[src/rtl/addr_filter_pkg.sv]
// Purpose: shared constants and types for the multidrop receive filter
// Assumes: 8-bit address, 100 MHz system clock
// Notes: register map of the plain register port lives here
package addr_filter_pkg;
   localparam int ADDR_W = 4;
   localparam int DATA_W = 8;
   // register indexes
   localparam logic [3:0] REG_CTRL = 4'h0;   // bit0 multiproc_enable, bits2:1 frame mode
   localparam logic [3:0] REG_SLAVE_ADDRESS = 4'h1;  // slave_address
   localparam logic [3:0] REG_SMASK = 4'h2;  // slave_address_mask
   localparam logic [3:0] REG_STAT = 4'h3;   // read-only event status
   localparam logic [3:0] REG_CLR = 4'h4;    // write-one-to-clear status
   localparam logic [3:0] REG_IEN = 4'h5;    // interrupt enable
   localparam logic [3:0] REG_RXDATA = 4'h6; // last accepted byte, eight data bits only
   // control field positions
   localparam int CTRL_MPE = 0;
   localparam int CTRL_MODE_LO = 1;
   localparam int CTRL_MODE_HI = 2;
   // status bit positions
   localparam int ST_RX = 0;    // receive_flag
   localparam int ST_FE = 1;    // framing_error_flag
   localparam int ST_DROP = 2;  // frame suppressed by filter
   localparam int ST_W = 3;
   localparam logic [7:0] SLAVE_ADDRESS_RST = 8'h00;
   localparam logic [7:0] SMASK_RST = 8'h00;
   localparam logic [2:0] CTRL_RST = 3'h0;
   typedef enum logic [1:0] {MODE0, MODE1, MODE2, MODE3} frame_mode_t;
endpackage : addr_filter_pkg

[src/rtl/addr_match_if.sv]
// Purpose: carries a received byte and node addresses to the comparator
// Assumes: single clock, comparator answers combinationally
// Notes: used between the filter top and its compare unit
`timescale 1ns/100ps
interface addr_match_if;
   logic [7:0] rx_byte;
   logic [7:0] slave_address;
   logic [7:0] slave_address_mask;
   logic given_hit;
   logic bcast_hit;
   modport top (output rx_byte, output slave_address, output slave_address_mask,
      input given_hit, input bcast_hit);
   modport cmp (input rx_byte, input slave_address, input slave_address_mask,
      output given_hit, output bcast_hit);
endinterface : addr_match_if

[src/rtl/addr_compare.sv]
// Purpose: given and broadcast address comparison
// Assumes: pure combinational, inputs stable in the evaluation cycle
// Notes: mask zero bits are don't-care in the given comparison; broadcast needs ones wherever address or mask is one
`timescale 1ns/100ps
module addr_compare (
   addr_match_if.cmp m
);
   // given: masked bits must equal slave address
   assign m.given_hit = ((m.rx_byte ^ m.slave_address) & m.slave_address_mask) == 8'h00;
   // broadcast: ones of (addr|mask) must be ones in the byte
   wire [7:0] bcast_addr = m.slave_address | m.slave_address_mask;
   assign m.bcast_hit = (m.rx_byte & bcast_addr) == bcast_addr;
endmodule : addr_compare

[src/rtl/uart_multidrop_address_filter.sv]
// Purpose: receive-side multidrop address filter of a serial port
// Assumes: deframer hands a finished frame as a one-cycle strobe with data, ninth bit, stop bit
// Notes: register port has read data one cycle after the read strobe
//
// Chosen here: the address map and the strobed register port.
`timescale 1ns/100ps
module uart_multidrop_address_filter #(
   parameter int DW = addr_filter_pkg::DATA_W
) (
   input wire logic CLK_SYS,
   input wire logic RST_N,
   input wire logic CE,
   input wire logic [addr_filter_pkg::ADDR_W-1:0] ADDR,
   input wire logic [DW-1:0] WDATA,
   input wire logic WR,
   input wire logic RD,
   output logic [DW-1:0] RDATA,
   input wire logic BIT9_VALID,
   input wire logic [DW-1:0] FRAME_DATA,
   input wire logic FRAME_BIT9,
   input wire logic FRAME_DONE,
   input wire logic FRAME_STOP_OK,
   output logic RX_ACCEPT,
   output logic [DW-1:0] RX_BYTE,
   output logic NINTH_RX_BIT,
   output logic MULTIPROC_ENABLE,
   output logic IRQ
);
   localparam int CW = addr_filter_pkg::CTRL_MODE_HI + 1; // enable bit and two mode bits
   logic [CW-1:0] ctrl_r;
   logic [DW-1:0] slave_address_r;
   logic [DW-1:0] smask_r;
   logic [addr_filter_pkg::ST_W-1:0] stat_r, stat_nxt;
   logic [addr_filter_pkg::ST_W-1:0] ien_r;
   logic [DW-1:0] rdata_r, rdata_nxt;
   logic accept_r, ninth_r, irq_r;
   logic [DW-1:0] rxbyte_r;
   addr_filter_pkg::frame_mode_t mode;
   addr_match_if m ();

   // one decoder for every write keeps the index compare in one place
   function automatic logic wr_sel(input logic strobe,
      input logic [addr_filter_pkg::ADDR_W-1:0] a,
      input logic [addr_filter_pkg::ADDR_W-1:0] idx);
      return strobe && (a == idx);
   endfunction : wr_sel

   // register decode
   wire wr_ctrl = wr_sel(WR, ADDR, addr_filter_pkg::REG_CTRL);
   wire wr_slave_address = wr_sel(WR, ADDR, addr_filter_pkg::REG_SLAVE_ADDRESS);
   wire wr_smask = wr_sel(WR, ADDR, addr_filter_pkg::REG_SMASK);
   wire wr_clr = wr_sel(WR, ADDR, addr_filter_pkg::REG_CLR);
   wire wr_ien = wr_sel(WR, ADDR, addr_filter_pkg::REG_IEN);
   wire mpe = ctrl_r[addr_filter_pkg::CTRL_MPE];
   assign mode = addr_filter_pkg::frame_mode_t'(
      ctrl_r[addr_filter_pkg::CTRL_MODE_HI:addr_filter_pkg::CTRL_MODE_LO]);

   // comparator sees the eight data bits at the stop-bit sample
   assign m.rx_byte = FRAME_DATA;
   assign m.slave_address = slave_address_r;
   assign m.slave_address_mask = smask_r;
   addr_compare u_cmp (.m(m));

   // frame classification
   // the compare runs every cycle; only FRAME_DONE gives its answer any weight
   wire nine_bit_mode = mode == addr_filter_pkg::MODE2 || mode == addr_filter_pkg::MODE3;
   wire is_addr = FRAME_BIT9;
   wire addr_hit = m.given_hit || m.bcast_hit;
   logic pass;
   always_comb begin
      unique case (mode)
         addr_filter_pkg::MODE0: pass = 1'b1;
         addr_filter_pkg::MODE1: pass = !mpe || FRAME_STOP_OK;
         addr_filter_pkg::MODE2,
         addr_filter_pkg::MODE3: pass = !mpe || (is_addr && addr_hit);
      endcase
   end
   wire accept = FRAME_DONE && pass;
   wire drop = FRAME_DONE && !pass;
   wire fe_evt = FRAME_DONE && !FRAME_STOP_OK;

   // status: set wins over clear in the same cycle
   // clear is applied first so an event in the clear cycle is never lost
   always_comb begin
      stat_nxt = stat_r;
      if (wr_clr) begin
         stat_nxt = stat_r & ~WDATA[addr_filter_pkg::ST_W-1:0];
      end
      if (accept) begin
         stat_nxt[addr_filter_pkg::ST_RX] = 1'b1;
      end
      if (fe_evt) begin
         stat_nxt[addr_filter_pkg::ST_FE] = 1'b1;
      end
      if (drop) begin
         stat_nxt[addr_filter_pkg::ST_DROP] = 1'b1;
      end
   end

   // read mux, unmapped reads return zero
   // the registered read keeps the answer at exactly one cycle after the strobe
   always_comb begin
      rdata_nxt = '0;
      unique case (ADDR)
         addr_filter_pkg::REG_CTRL: rdata_nxt[CW-1:0] = ctrl_r;
         addr_filter_pkg::REG_SLAVE_ADDRESS: rdata_nxt = slave_address_r;
         addr_filter_pkg::REG_SMASK: rdata_nxt = smask_r;
         addr_filter_pkg::REG_STAT: rdata_nxt[addr_filter_pkg::ST_W-1:0] = stat_r;
         addr_filter_pkg::REG_IEN: rdata_nxt[addr_filter_pkg::ST_W-1:0] = ien_r;
         addr_filter_pkg::REG_RXDATA: rdata_nxt = rxbyte_r;
         default: rdata_nxt = '0;
      endcase
   end

   // software registers
   always_ff @(posedge CLK_SYS) begin
      if (!RST_N) begin
         ctrl_r <= addr_filter_pkg::CTRL_RST;
         slave_address_r <= addr_filter_pkg::SLAVE_ADDRESS_RST;
         smask_r <= addr_filter_pkg::SMASK_RST;
         ien_r <= '0;
      end else if (CE) begin
         if (wr_ctrl) ctrl_r <= WDATA[CW-1:0];
         if (wr_slave_address) slave_address_r <= WDATA;
         if (wr_smask) smask_r <= WDATA;
         if (wr_ien) ien_r <= WDATA[addr_filter_pkg::ST_W-1:0];
      end
   end

   // status, read data and interrupt
   always_ff @(posedge CLK_SYS) begin
      if (!RST_N) begin
         stat_r <= '0;
         rdata_r <= '0;
         irq_r <= 1'b0;
      end else if (CE) begin
         stat_r <= stat_nxt;
         rdata_r <= RD ? rdata_nxt : '0;
         irq_r <= |(stat_nxt & ien_r);
      end
   end

   // accepted frame outputs; ninth bit latched on every 9-bit frame
   // the byte moves only on accept, so a refused frame cannot overwrite it
   always_ff @(posedge CLK_SYS) begin
      if (!RST_N) begin
         accept_r <= 1'b0;
         ninth_r <= 1'b0;
         rxbyte_r <= '0;
      end else if (CE) begin
         accept_r <= accept;
         if (BIT9_VALID && nine_bit_mode) ninth_r <= FRAME_BIT9;
         if (accept) rxbyte_r <= FRAME_DATA;
      end
   end

   assign RDATA = rdata_r;
   assign RX_ACCEPT = accept_r;
   assign RX_BYTE = rxbyte_r;
   assign NINTH_RX_BIT = ninth_r;
   assign MULTIPROC_ENABLE = ctrl_r[addr_filter_pkg::CTRL_MPE];
   assign IRQ = irq_r;

   // data byte never accepted while enable set in nine-bit modes
   a_data_suppress: assert property (@(posedge CLK_SYS) disable iff (!RST_N)
      CE && FRAME_DONE && !FRAME_BIT9 && mpe && nine_bit_mode |=> !RX_ACCEPT)
      else $error("data byte accepted while filtering");
   // matching address accepted in nine-bit modes
   a_addr_accept: assert property (@(posedge CLK_SYS) disable iff (!RST_N)
      CE && FRAME_DONE && FRAME_BIT9 && nine_bit_mode && addr_hit |=> RX_ACCEPT)
      else $error("matching address not accepted");
   // mode 0 always accepts
   a_mode0_pass: assert property (@(posedge CLK_SYS) disable iff (!RST_N)
      CE && FRAME_DONE && mode == addr_filter_pkg::MODE0
      |=> RX_ACCEPT && stat_r[addr_filter_pkg::ST_RX])
      else $error("mode 0 frame dropped");
   // mode 1 bad stop dropped under enable
   a_mode1_stop: assert property (@(posedge CLK_SYS) disable iff (!RST_N)
      CE && FRAME_DONE && mode == addr_filter_pkg::MODE1 && mpe && !FRAME_STOP_OK
      |=> !RX_ACCEPT)
      else $error("mode 1 bad stop accepted");
   // given match on exact address whatever the mask
   a_given_exact: assert property (@(posedge CLK_SYS) disable iff (!RST_N)
      m.rx_byte == m.slave_address |-> m.given_hit)
      else $error("given address missed");
   // broadcast with all ones
   a_bcast_ones: assert property (@(posedge CLK_SYS) disable iff (!RST_N)
      m.rx_byte == 8'hff |-> m.bcast_hit)
      else $error("all-ones broadcast missed");
   // ninth bit stored in nine-bit modes
   a_ninth_store: assert property (@(posedge CLK_SYS) disable iff (!RST_N)
      CE && BIT9_VALID && nine_bit_mode |=> NINTH_RX_BIT == $past(FRAME_BIT9))
      else $error("ninth bit not stored");
   // reset clears address registers
   a_reset_clear: assert property (@(posedge CLK_SYS)
      !RST_N |=> slave_address_r == 8'h00 && smask_r == 8'h00)
      else $error("address not cleared at reset");
   // checks of the filter, registers and reset; all but a_reset_clear and a_reset_out are disabled while reset is low
   // an unmatched address under the enable leaves the accept strobe low
   a_refuse_quiet: assert property (@(posedge CLK_SYS) disable iff (!RST_N)
      CE && FRAME_DONE && FRAME_BIT9 && nine_bit_mode && mpe && !addr_hit
      |=> !RX_ACCEPT)
      else $error("unmatched address accepted");
   // refused frames are still recorded in the dropped flag
   a_drop_flag: assert property (@(posedge CLK_SYS) disable iff (!RST_N)
      CE && FRAME_DONE && !pass |=> stat_r[addr_filter_pkg::ST_DROP] && !RX_ACCEPT)
      else $error("refused frame not flagged");
   // without the enable nothing is filtered in any mode
   a_enable_off: assert property (@(posedge CLK_SYS) disable iff (!RST_N)
      CE && FRAME_DONE && !mpe |=> RX_ACCEPT)
      else $error("frame filtered with enable clear");
   // mode 1 frame with a good stop bit passes
   a_mode1_good: assert property (@(posedge CLK_SYS) disable iff (!RST_N)
      CE && FRAME_DONE && mode == addr_filter_pkg::MODE1 && FRAME_STOP_OK |=> RX_ACCEPT)
      else $error("mode 1 good stop dropped");
   // a bad stop bit is flagged whatever the mode
   a_stop_error: assert property (@(posedge CLK_SYS) disable iff (!RST_N)
      CE && FRAME_DONE && !FRAME_STOP_OK |=> stat_r[addr_filter_pkg::ST_FE])
      else $error("bad stop not flagged");
   // the accepted byte is the eight data bits of that frame
   a_byte_capture: assert property (@(posedge CLK_SYS) disable iff (!RST_N)
      CE && accept |=> RX_BYTE == $past(FRAME_DATA) && stat_r[addr_filter_pkg::ST_RX])
      else $error("accepted byte not captured");
   // no accept, no change of the stored byte
   a_byte_keep: assert property (@(posedge CLK_SYS) disable iff (!RST_N)
      CE && !accept |=> $stable(RX_BYTE))
      else $error("stored byte changed without accept");
   // without a ninth-bit strobe the stored bit holds
   a_ninth_hold: assert property (@(posedge CLK_SYS) disable iff (!RST_N)
      CE && !BIT9_VALID |=> $stable(NINTH_RX_BIT))
      else $error("ninth bit changed without strobe");
   // eight-bit modes leave the stored ninth bit untouched
   a_mode0_ninth: assert property (@(posedge CLK_SYS) disable iff (!RST_N)
      CE && !nine_bit_mode |=> $stable(NINTH_RX_BIT))
      else $error("ninth bit stored outside nine-bit modes");
   // the enable output follows a control write
   a_enable_copy: assert property (@(posedge CLK_SYS) disable iff (!RST_N)
      CE && wr_ctrl |=> MULTIPROC_ENABLE == $past(WDATA[addr_filter_pkg::CTRL_MPE]))
      else $error("enable bit not written");
   // cleared address registers make every byte a given and a broadcast match
   a_open_filter: assert property (@(posedge CLK_SYS) disable iff (!RST_N)
      m.slave_address == 8'h00 && m.slave_address_mask == 8'h00
      |-> m.given_hit && m.bcast_hit)
      else $error("cleared filter refused a byte");
   // a byte with none of the broadcast ones set is no broadcast hit
   a_bcast_need: assert property (@(posedge CLK_SYS) disable iff (!RST_N)
      (m.slave_address | m.slave_address_mask) != 8'h00
      && m.rx_byte == ~(m.slave_address | m.slave_address_mask) |-> !m.bcast_hit)
      else $error("broadcast hit without its ones");
   // a difference in a masked bit refuses the given address
   a_given_miss: assert property (@(posedge CLK_SYS) disable iff (!RST_N)
      (m.rx_byte & m.slave_address_mask) != (m.slave_address & m.slave_address_mask)
      |-> !m.given_hit)
      else $error("given address hit on a masked difference");
   // interrupt is the level of the enabled sticky flags
   a_irq_level: assert property (@(posedge CLK_SYS) disable iff (!RST_N)
      CE && !wr_ien |=> IRQ == |(stat_r & ien_r))
      else $error("interrupt level wrong");
   // read data stand only in the cycle after the strobe
   a_rdata_idle: assert property (@(posedge CLK_SYS) disable iff (!RST_N)
      CE && !RD |=> RDATA == '0)
      else $error("read data outside read cycle");
   // a slave address read returns the register one cycle later
   a_read_slave_address: assert property (@(posedge CLK_SYS) disable iff (!RST_N)
      CE && RD && ADDR == addr_filter_pkg::REG_SLAVE_ADDRESS |=> RDATA == $past(slave_address_r))
      else $error("slave address read wrong");
   // status reads return the flags with the upper bits zero
   a_read_stat: assert property (@(posedge CLK_SYS) disable iff (!RST_N)
      CE && RD && ADDR == addr_filter_pkg::REG_STAT
      |=> RDATA == DW'($past(stat_r)))
      else $error("status read wrong");
   // the accept strobe only follows a finished frame
   a_rx_pulse: assert property (@(posedge CLK_SYS) disable iff (!RST_N)
      CE && !FRAME_DONE |=> !RX_ACCEPT)
      else $error("accept without a frame");
   // writes land in the address registers one cycle later
   a_slave_address_write: assert property (@(posedge CLK_SYS) disable iff (!RST_N)
      CE && wr_slave_address |=> slave_address_r == $past(WDATA))
      else $error("slave address write lost");
   a_smask_write: assert property (@(posedge CLK_SYS) disable iff (!RST_N)
      CE && wr_smask |=> smask_r == $past(WDATA))
      else $error("address mask write lost");
   // clock enable low freezes the registers and the interrupt
   a_ce_freeze: assert property (@(posedge CLK_SYS) disable iff (!RST_N)
      !CE |=> $stable(ctrl_r) && $stable(slave_address_r) && $stable(stat_r) && $stable(IRQ))
      else $error("state moved with clock enable low");
   // reset leaves every output low and the control at its reset value
   a_reset_out: assert property (@(posedge CLK_SYS)
      !RST_N |=> !RX_ACCEPT && !IRQ && !NINTH_RX_BIT && RDATA == '0 && RX_BYTE == '0
      && ctrl_r == addr_filter_pkg::CTRL_RST)
      else $error("outputs not cleared at reset");
endmodule : uart_multidrop_address_filter

[config.mk]
export PLATFORM = sky130hd
export DESIGN_NAME = uart_multidrop_address_filter
export DESIGN_NICKNAME = d
export VERILOG_FILES = /design/src/rtl/addr_filter_pkg.sv /design/src/rtl/addr_match_if.sv /design/src/rtl/addr_compare.sv /design/src/rtl/uart_multidrop_address_filter.sv
export SDC_FILE = /design/constraint.sdc
export NUM_CORES = 1
export LEC_CHECK = 0
export BUFFER_PORTS_ARGS = -buffer_cell sky130_fd_sc_hd__buf_2
export CORE_ASPECT_RATIO = 1.5
export CORE_MARGIN = 2
export CORE_UTILIZATION = 25
export DETAILED_ROUTE_END_ITERATION = 16
export PLACE_DENSITY_LB_ADDON = 0.08
export SLEW_MARGIN = 40
export SYNTH_ARGS = -nofsm -noshare
export SYNTH_HDL_FRONTEND = slang
export SYNTH_SLANG_ARGS = --single-unit
[constraint.sdc]
create_clock -name CLK_SYS -period 4.9 [get_ports CLK_SYS]
set_clock_uncertainty 0.15 [all_clocks]
set_input_delay 0.98 -clock CLK_SYS [delete_from_list [all_inputs] [get_ports CLK_SYS]]
set_output_delay 0.98 -clock CLK_SYS [all_outputs]
set_load 0.005 [all_outputs]
## Word level (Yosys, flattened, before mapping)

Cells that the tools add are included.
W data, S select, Z words.

| storage, ports and cells | value |
|---|---|
| register bits | 44 |
| output and inout bits | 20 |

| cells by class | value |
|---|---|
| equal/unequal tests | 10 |
| multiplexer cells | 8 |
| bitwise gates (word level) | 7 |
| reductions and logical operators | 28 |

Operators with widths:

| kind | count |
|---|---|
| $pmux W3 S6 | 1 |
| $and A8 B8 Y8 | 2 |
| $pmux W5 S3 | 1 |
| $eq A4 B3 Y1 const B | 3 |
| $reduce_and A2 Y1 | 6 |
| $logic_and A1 B1 Y1 | 10 |
| $eq A4 B2 Y1 const B | 2 |
| $eq A8 B8 Y1 | 1 |
| $logic_not A8 Y1 | 1 |
| $mux W8 | 1 |
| $or A8 B8 Y8 | 1 |
| $xor A8 B8 Y8 | 1 |
| $and A3 B3 Y3 | 2 |
| $eq A2 B2 Y1 const B | 2 |
| $eq A4 B1 Y1 const B | 1 |
| $logic_not A4 Y1 | 1 |
| $logic_or A1 B1 Y1 | 4 |
| $logic_not A1 Y1 | 3 |
| $mux W1 | 3 |
| $mux W3 | 1 |
| $not A3 Y3 | 1 |
| $pmux W1 S3 | 1 |
| $reduce_or A3 Y1 | 1 |
| $eq A2 B1 Y1 const B | 1 |
| 2 further kinds | 2 |

## Logic depth before layout (Yosys ltp)

| logic depth | value |
|---|---|
| depth after elaboration | 12 |
| depth in mapped cells | 7 |
| gate-level depth less buffers | 5 |

## Cells and area by module

A second synthesis with hierarchy kept.

| unflattened totals | value |
|---|---|
| cells, all modules | 255 |
| area total of the unflattened synthesis | 2,255.9 um^2 |

By module, submodules not included:

| module | instances | cells an instance | area an instance (um^2) |
|---|---|---|---|
| uart_multidrop_address_filter | 1 | 230 | 2,079.5 |
| addr_compare | 1 | 25 | 176.4 |

## Worst setup path before layout

Ideal clock, no wire load.

| timing path | value |
|---|---|
| path type | input port to flip-flop |
| start point | input ADDR[1] (netlist name) |
| end point | register rdata_r[0] (netlist: RDATA[0]) |
| setup time | 0.115 ns |
| data arrival time | 2.008 ns |
| setup slack | 2.628 ns |
| cell stages on the path | 6 |
| buffers on the path | 1 |
| path through | buf_6 -> mux2_1 -> a22o_1 -> a222oi_1 -> o22ai_1 -> and2_1 |

| on the way | value |
|---|---|
| word-level cells in the longest chain between the ends | 3 |

Ends and longest elaborated chain:

| element | line | RTL |
|---|---|---|
| from (decl) | uart_multidrop_address_filter.sv:13 | `input wire logic [addr_filter_pkg::ADDR_W-1:0] ADDR,` |
| $eq A4 B3 Y1 (tied with other cells) | uart_multidrop_address_filter.sv:104 | `unique case (ADDR)` |
| $pmux W3 S6 (*) | uart_multidrop_address_filter.sv:104 |  |
| $mux W8 (*) | uart_multidrop_address_filter.sv:138 | `rdata_r <= RD ? rdata_nxt : '0;` |
| to (signal assigned) | uart_multidrop_address_filter.sv:138 |  |
| to (decl) | uart_multidrop_address_filter.sv:35 | `logic [DW-1:0] rdata_r, rdata_nxt;` |

Every way passes the cells marked *; elsewhere a longest branch is shown, timed or not.
A chain may end at the register's enable or synchronous reset.

## Worst setup path in the final report

| timing path | value |
|---|---|
| start point | input FRAME_DATA[1] |
| end point | register rxbyte_r[5] (netlist: RX_BYTE[5]) |

| on the way | value |
|---|---|
| word-level cells in the longest chain between the ends | 9 |

Ends and longest elaborated chain:

| element | line | RTL |
|---|---|---|
| from (decl) | uart_multidrop_address_filter.sv:19 | `input wire logic [DW-1:0] FRAME_DATA,` |
| $xor A8 B8 Y8 | addr_compare.sv:9 | `assign m.given_hit = ((m.rx_byte ^ m.slave_address) & m.slave_address_mask) == 8'h00;` |
| $and A8 B8 Y8 | addr_compare.sv:9 |  |
| $logic_not A8 Y1 | addr_compare.sv:9 |  |
| $logic_or A1 B1 Y1 (*) | uart_multidrop_address_filter.sv:68 | `wire addr_hit = m.given_hit \|\| m.bcast_hit;` |
| $logic_and A1 B1 Y1 (*) | uart_multidrop_address_filter.sv:75 | `addr_filter_pkg::MODE3: pass = !mpe \|\| (is_addr && addr_hit);` |
| $logic_or A1 B1 Y1 (*) | uart_multidrop_address_filter.sv:75 |  |
| $pmux W1 S3 (*) | uart_multidrop_address_filter.sv:71 | `unique case (mode)` |
| $logic_and A1 B1 Y1 (*) | uart_multidrop_address_filter.sv:78 | `wire accept = FRAME_DONE && pass;` |
| $reduce_and A2 Y1 (no source line) (*) | - |  |
| to (signal assigned) | uart_multidrop_address_filter.sv:149 | `rxbyte_r <= '0;` |
| to (signal assigned) | uart_multidrop_address_filter.sv:153 | `if (accept) rxbyte_r <= FRAME_DATA;` |
| to (decl) | uart_multidrop_address_filter.sv:37 | `logic [DW-1:0] rxbyte_r;` |

Marks and branches as above.

==> qor.txt <==
PLACED DESIGN
----------------------------------------------------------------------------------
Post-DP HPWL                                                               5380 µm
Port Buf Inserts                                                                48
Routability Congestion                                                       0.779
Post-DP Area                                                              2720 µm²
Placed cells                                                                   404

CELLS AND AREA
----------------------------------------------------------------------------------
Relative area change from synthesis to final layout                          17.8%
Total area of multi-input combinational cells                             1430 µm²
Number of fill cells                                                          1060
Sequential cell area                                                       881 µm²
Number of inserted diodes                                                        0
Final Non-Filler Cells                                                         412
Layout Nets                                                                    325
Final instance area                                                       2870 µm²
Share of final-layout standard cells stronger than drive strength 1          22.2%

FLOORPLANNING
----------------------------------------------------------------------------------
Floorplan die area                                                       10600 µm²
Cell row count                                                                  44
Area of the core region                                                   9580 µm²
Starting Density                                                             25.4%
Height of the chip                                                          125 µm
Floorplan die width                                                        84.6 µm
Number of top-level pins                                                        49

CLOCK TREE
----------------------------------------------------------------------------------
Max Root-Sink Buffers                                                            2
Clock Tree Root                                                       sky130_fd_sc_hd__clkbuf_16
Number of buffers inserted by hold repair at cts                                 0
# H-tree levels                                                                  2
CTS buffer count                                                                 5
Number of resized instances in the post-cts repair step                          0
Clock Latency Late Sink                                                    0.28 ns
Number of post-CTS setup repair buffers                                          0
Clock sink total                                                                44
CTS tree                                                                     built
Clock transition at the registers of the reported paths                    0.06 ns

YOSYS
----------------------------------------------------------------------------------
Post-synth EDFFs                                                                 0
Post-synthesis sequential element count                                         44
Mean instance size in the synthesized netlist                             9.47 µm²
Cell accounting for the most synthesized area                         sky130_fd_sc_hd__dfxtp_1
Most area-consuming cells after synthesis                             sky130_fd_sc_hd__dfxtp_1 (36%), sky130_fd_sc_hd__mux2i_1 (13%), sky130_fd_sc_hd__nor2b_1 (8.5%), sky130_fd_sc_hd__nand2_1 (4.0%), sky130_fd_sc_hd__o21a_1 (3.4%)
Post-Synthesis Cell Area                                                  2430 µm²
Most common cell in the synthesized netlist                           sky130_fd_sc_hd__dfxtp_1
Commonest cells in the netlist                                        sky130_fd_sc_hd__dfxtp_1 (44), sky130_fd_sc_hd__nor2b_1 (33), sky130_fd_sc_hd__mux2i_1 (31)
Number of warning messages in the yosys log                                      0
Post-synth net total                                                           286
Post-synthesis instance total                                                  257
Netlist cell types                                                              44
Predominant post-synthesis flop cell                                  sky130_fd_sc_hd__dfxtp_1
Share of the yosys chip area belonging to registers                          36.2%
Area fraction of the dominant cell type after synthesis                      36.2%
Async SR Flop Fraction                                                          0%

GLOBAL ROUTING
----------------------------------------------------------------------------------
All-Layer GR Usage                                                           13.6%
Grt ovf                                                                          0
Via count of the first global-routing pass                                    2008
Maximum number of pins on one net before global-route repair                    54
Number of antenna violations at the first check in global routing                0
Global-route wire length before repair                                    11100 µm

WORST SETUP PATH
----------------------------------------------------------------------------------
R2R setup slack                                                            2.74 ns
Critical path capture point                                           RX_BYTE[5]$_SDFFE_PN0P_
Kind of capture point of the worst setup path                             register
Crit path max fanout                                                            10
Worst EP required                                                          4.96 ns
Critical path type                                                    primary input to register
Crit path DAT                                                              2.69 ns
Launching point of the worst reg2reg path                             m.slave_address[0]$_SDFFE_PN0P_
Critical Path Source Type                                             primary input
Launching element of the worst setup path                             FRAME_DATA[1]
Reg2reg path depth                                                               5
Terminus of the critical flop-to-flop path                            RX_BYTE[5]$_SDFFE_PN0P_

ROUTE
----------------------------------------------------------------------------------
Final wirelength                                                           7020 µm
Router iterations before antenna repair                                          4
WL per Instance                                                            17.0 µm
Detail-routed via count per cell                                              4.86
Post-detailed-route DRC marker count                                             0
Via count                                                                     2004
Detailed router's first-iteration violation count                              132
ANT nets after route                                                             0

STA
----------------------------------------------------------------------------------
Final Cycle Share                                                            53.6%
Worst-margin pin slew                                                     0.688 ns
Final worst path period need                                               2.63 ns
Setup TNS                                                                     0 ns
Count of endpoints failing hold in the final timing report                       0
Pins Over Slew Limit                                                             0
Achievable Freq                                                            381 MHz
Setup repair after global routing missed its margin                          false
Count of endpoints failing setup in the final report                             0
Worst max-slew margin expressed relative to the limit                        54.0%

WORST HOLD PATH
----------------------------------------------------------------------------------
Worst Hold Class                                                      register to register

PWR
----------------------------------------------------------------------------------
Cell area power density                                                 276 nW/µm²
Worst ir drop on vdd                                                    0.000119 V
Leakage power total                                                        1.11 nW

JOB
----------------------------------------------------------------------------------
Number of max-capacitance violations reported                                    0

RUN STATUS
----------------------------------------------------------------------------------
Outcome                                                               complete, no violations

[state kept, by name, indices dropped and copies added (netlist names)]
| name | cells |
|---|---|
| IRQ | 1 |
| NINTH_RX_BIT | 1 |
| RDATA | 8 |
| RX_ACCEPT | 1 |
| RX_BYTE | 8 |
| ctrl_r | 3 |
| ien_r | 3 |
| m.slave_address | 8 |
| m.slave_address_mask | 8 |
| stat_r | 3 |
[cell type report]
class / instances / area share [%]
Timing Repair Buffer: 48 / 8.46
Inverter: 5 / 0.654
Clock buffer: 7 / 4.97
Sequential cell: 44 / 30.7
Multi-Input combinational cell: 192 / 49.9
Tap cell: 115 / 5.02
Clock inverter: 1 / 0.262
[through the flow]
step           util (%)  setup slack, ns  hold slack (ns)  power (W)
4_1_cts            29.9             2.23            0.331   0.000804
2_1_floorplan         -             2.63            0.314   0.000428
3_5_place_dp       28.4             1.98            0.320   0.000460
6_report           29.9             2.27            0.327   0.000791
5_1_grt            29.9             2.07            0.363   0.000824
3_3_place_gp       28.3             1.79            0.314   0.000460
[where the power goes]
group / switching [W] / internal, W
combinational: 0.0000459 / 0.0000331
sequential: 0.00000646 / 0.000365
clock: 0.000137 / 0.000203
[cell families (layout without fill, tap and decap cells)]
family,count (synthesis),count (layout),synth area share (%)
AO/OA/AOI/OAI,62,62,19.5
XOR/XNOR,8,8,2.88
buffers and inverters,21,61,5.34
flip-flops,44,44,36.2
multiplexers,34,34,14.1
AND/OR/NAND/NOR,88,88,22.0
[worst min-delay path by stage]
| stage | from | slack [ns] | endpoint | cells past startpoint |
|---|---|---|---|---|
| floorplan | RX_BYTE[0]$_SDFFE_PN0P_ | 0.31 | RX_BYTE[0]$_SDFFE_PN0P_ | 2 |
| global placement | RX_BYTE[6]$_SDFFE_PN0P_ | 0.31 | RX_BYTE[6]$_SDFFE_PN0P_ | 2 |
| detailed placement | RX_BYTE[6]$_SDFFE_PN0P_ | 0.32 | RX_BYTE[6]$_SDFFE_PN0P_ | 2 |
| CTS | RX_BYTE[6]$_SDFFE_PN0P_ | 0.33 | RX_BYTE[6]$_SDFFE_PN0P_ | 2 |
| global route | RX_BYTE[0]$_SDFFE_PN0P_ | 0.36 | RX_BYTE[0]$_SDFFE_PN0P_ | 2 |
| finish | RX_BYTE[3]$_SDFFE_PN0P_ | 0.33 | RX_BYTE[3]$_SDFFE_PN0P_ | 2 |
[critical path, stage by stage]
cell,delay [ns]
sky130_fd_sc_hd__buf_2,0.12
sky130_fd_sc_hd__xor2_1,0.14
sky130_fd_sc_hd__a22oi_1,0.26
sky130_fd_sc_hd__nand4_1,0.23
sky130_fd_sc_hd__a211oi_4,0.67
sky130_fd_sc_hd__mux2i_1,0.27
[metal layers]
metal | vias up | wire, µm | track usage, %
met5 | - | 0 | 0
met4 | 0 | 125 | 4.01
met3 | 9 | 236 | 2.25
met2 | 46 | 3810 | 24.5
met1 | 953 | 2850 | 16.2
li1 | 996 | - | -
[cells in the final DEF (no fill, tap or decap), drive strengths merged, types with 4 or more instances in the layout]
master / instances
buf: 48
inv: 5
clkbuf: 7
nor2: 6
a21oi: 7
xor2: 8
dfxtp: 44
nand2: 26
nor2b: 33
a22oi: 9
mux2i: 31
o21a: 11
o21bai: 6
and2: 5
o22ai: 4
a22o: 6
o21ai: 4
Power figures use the tool's default switching activity.
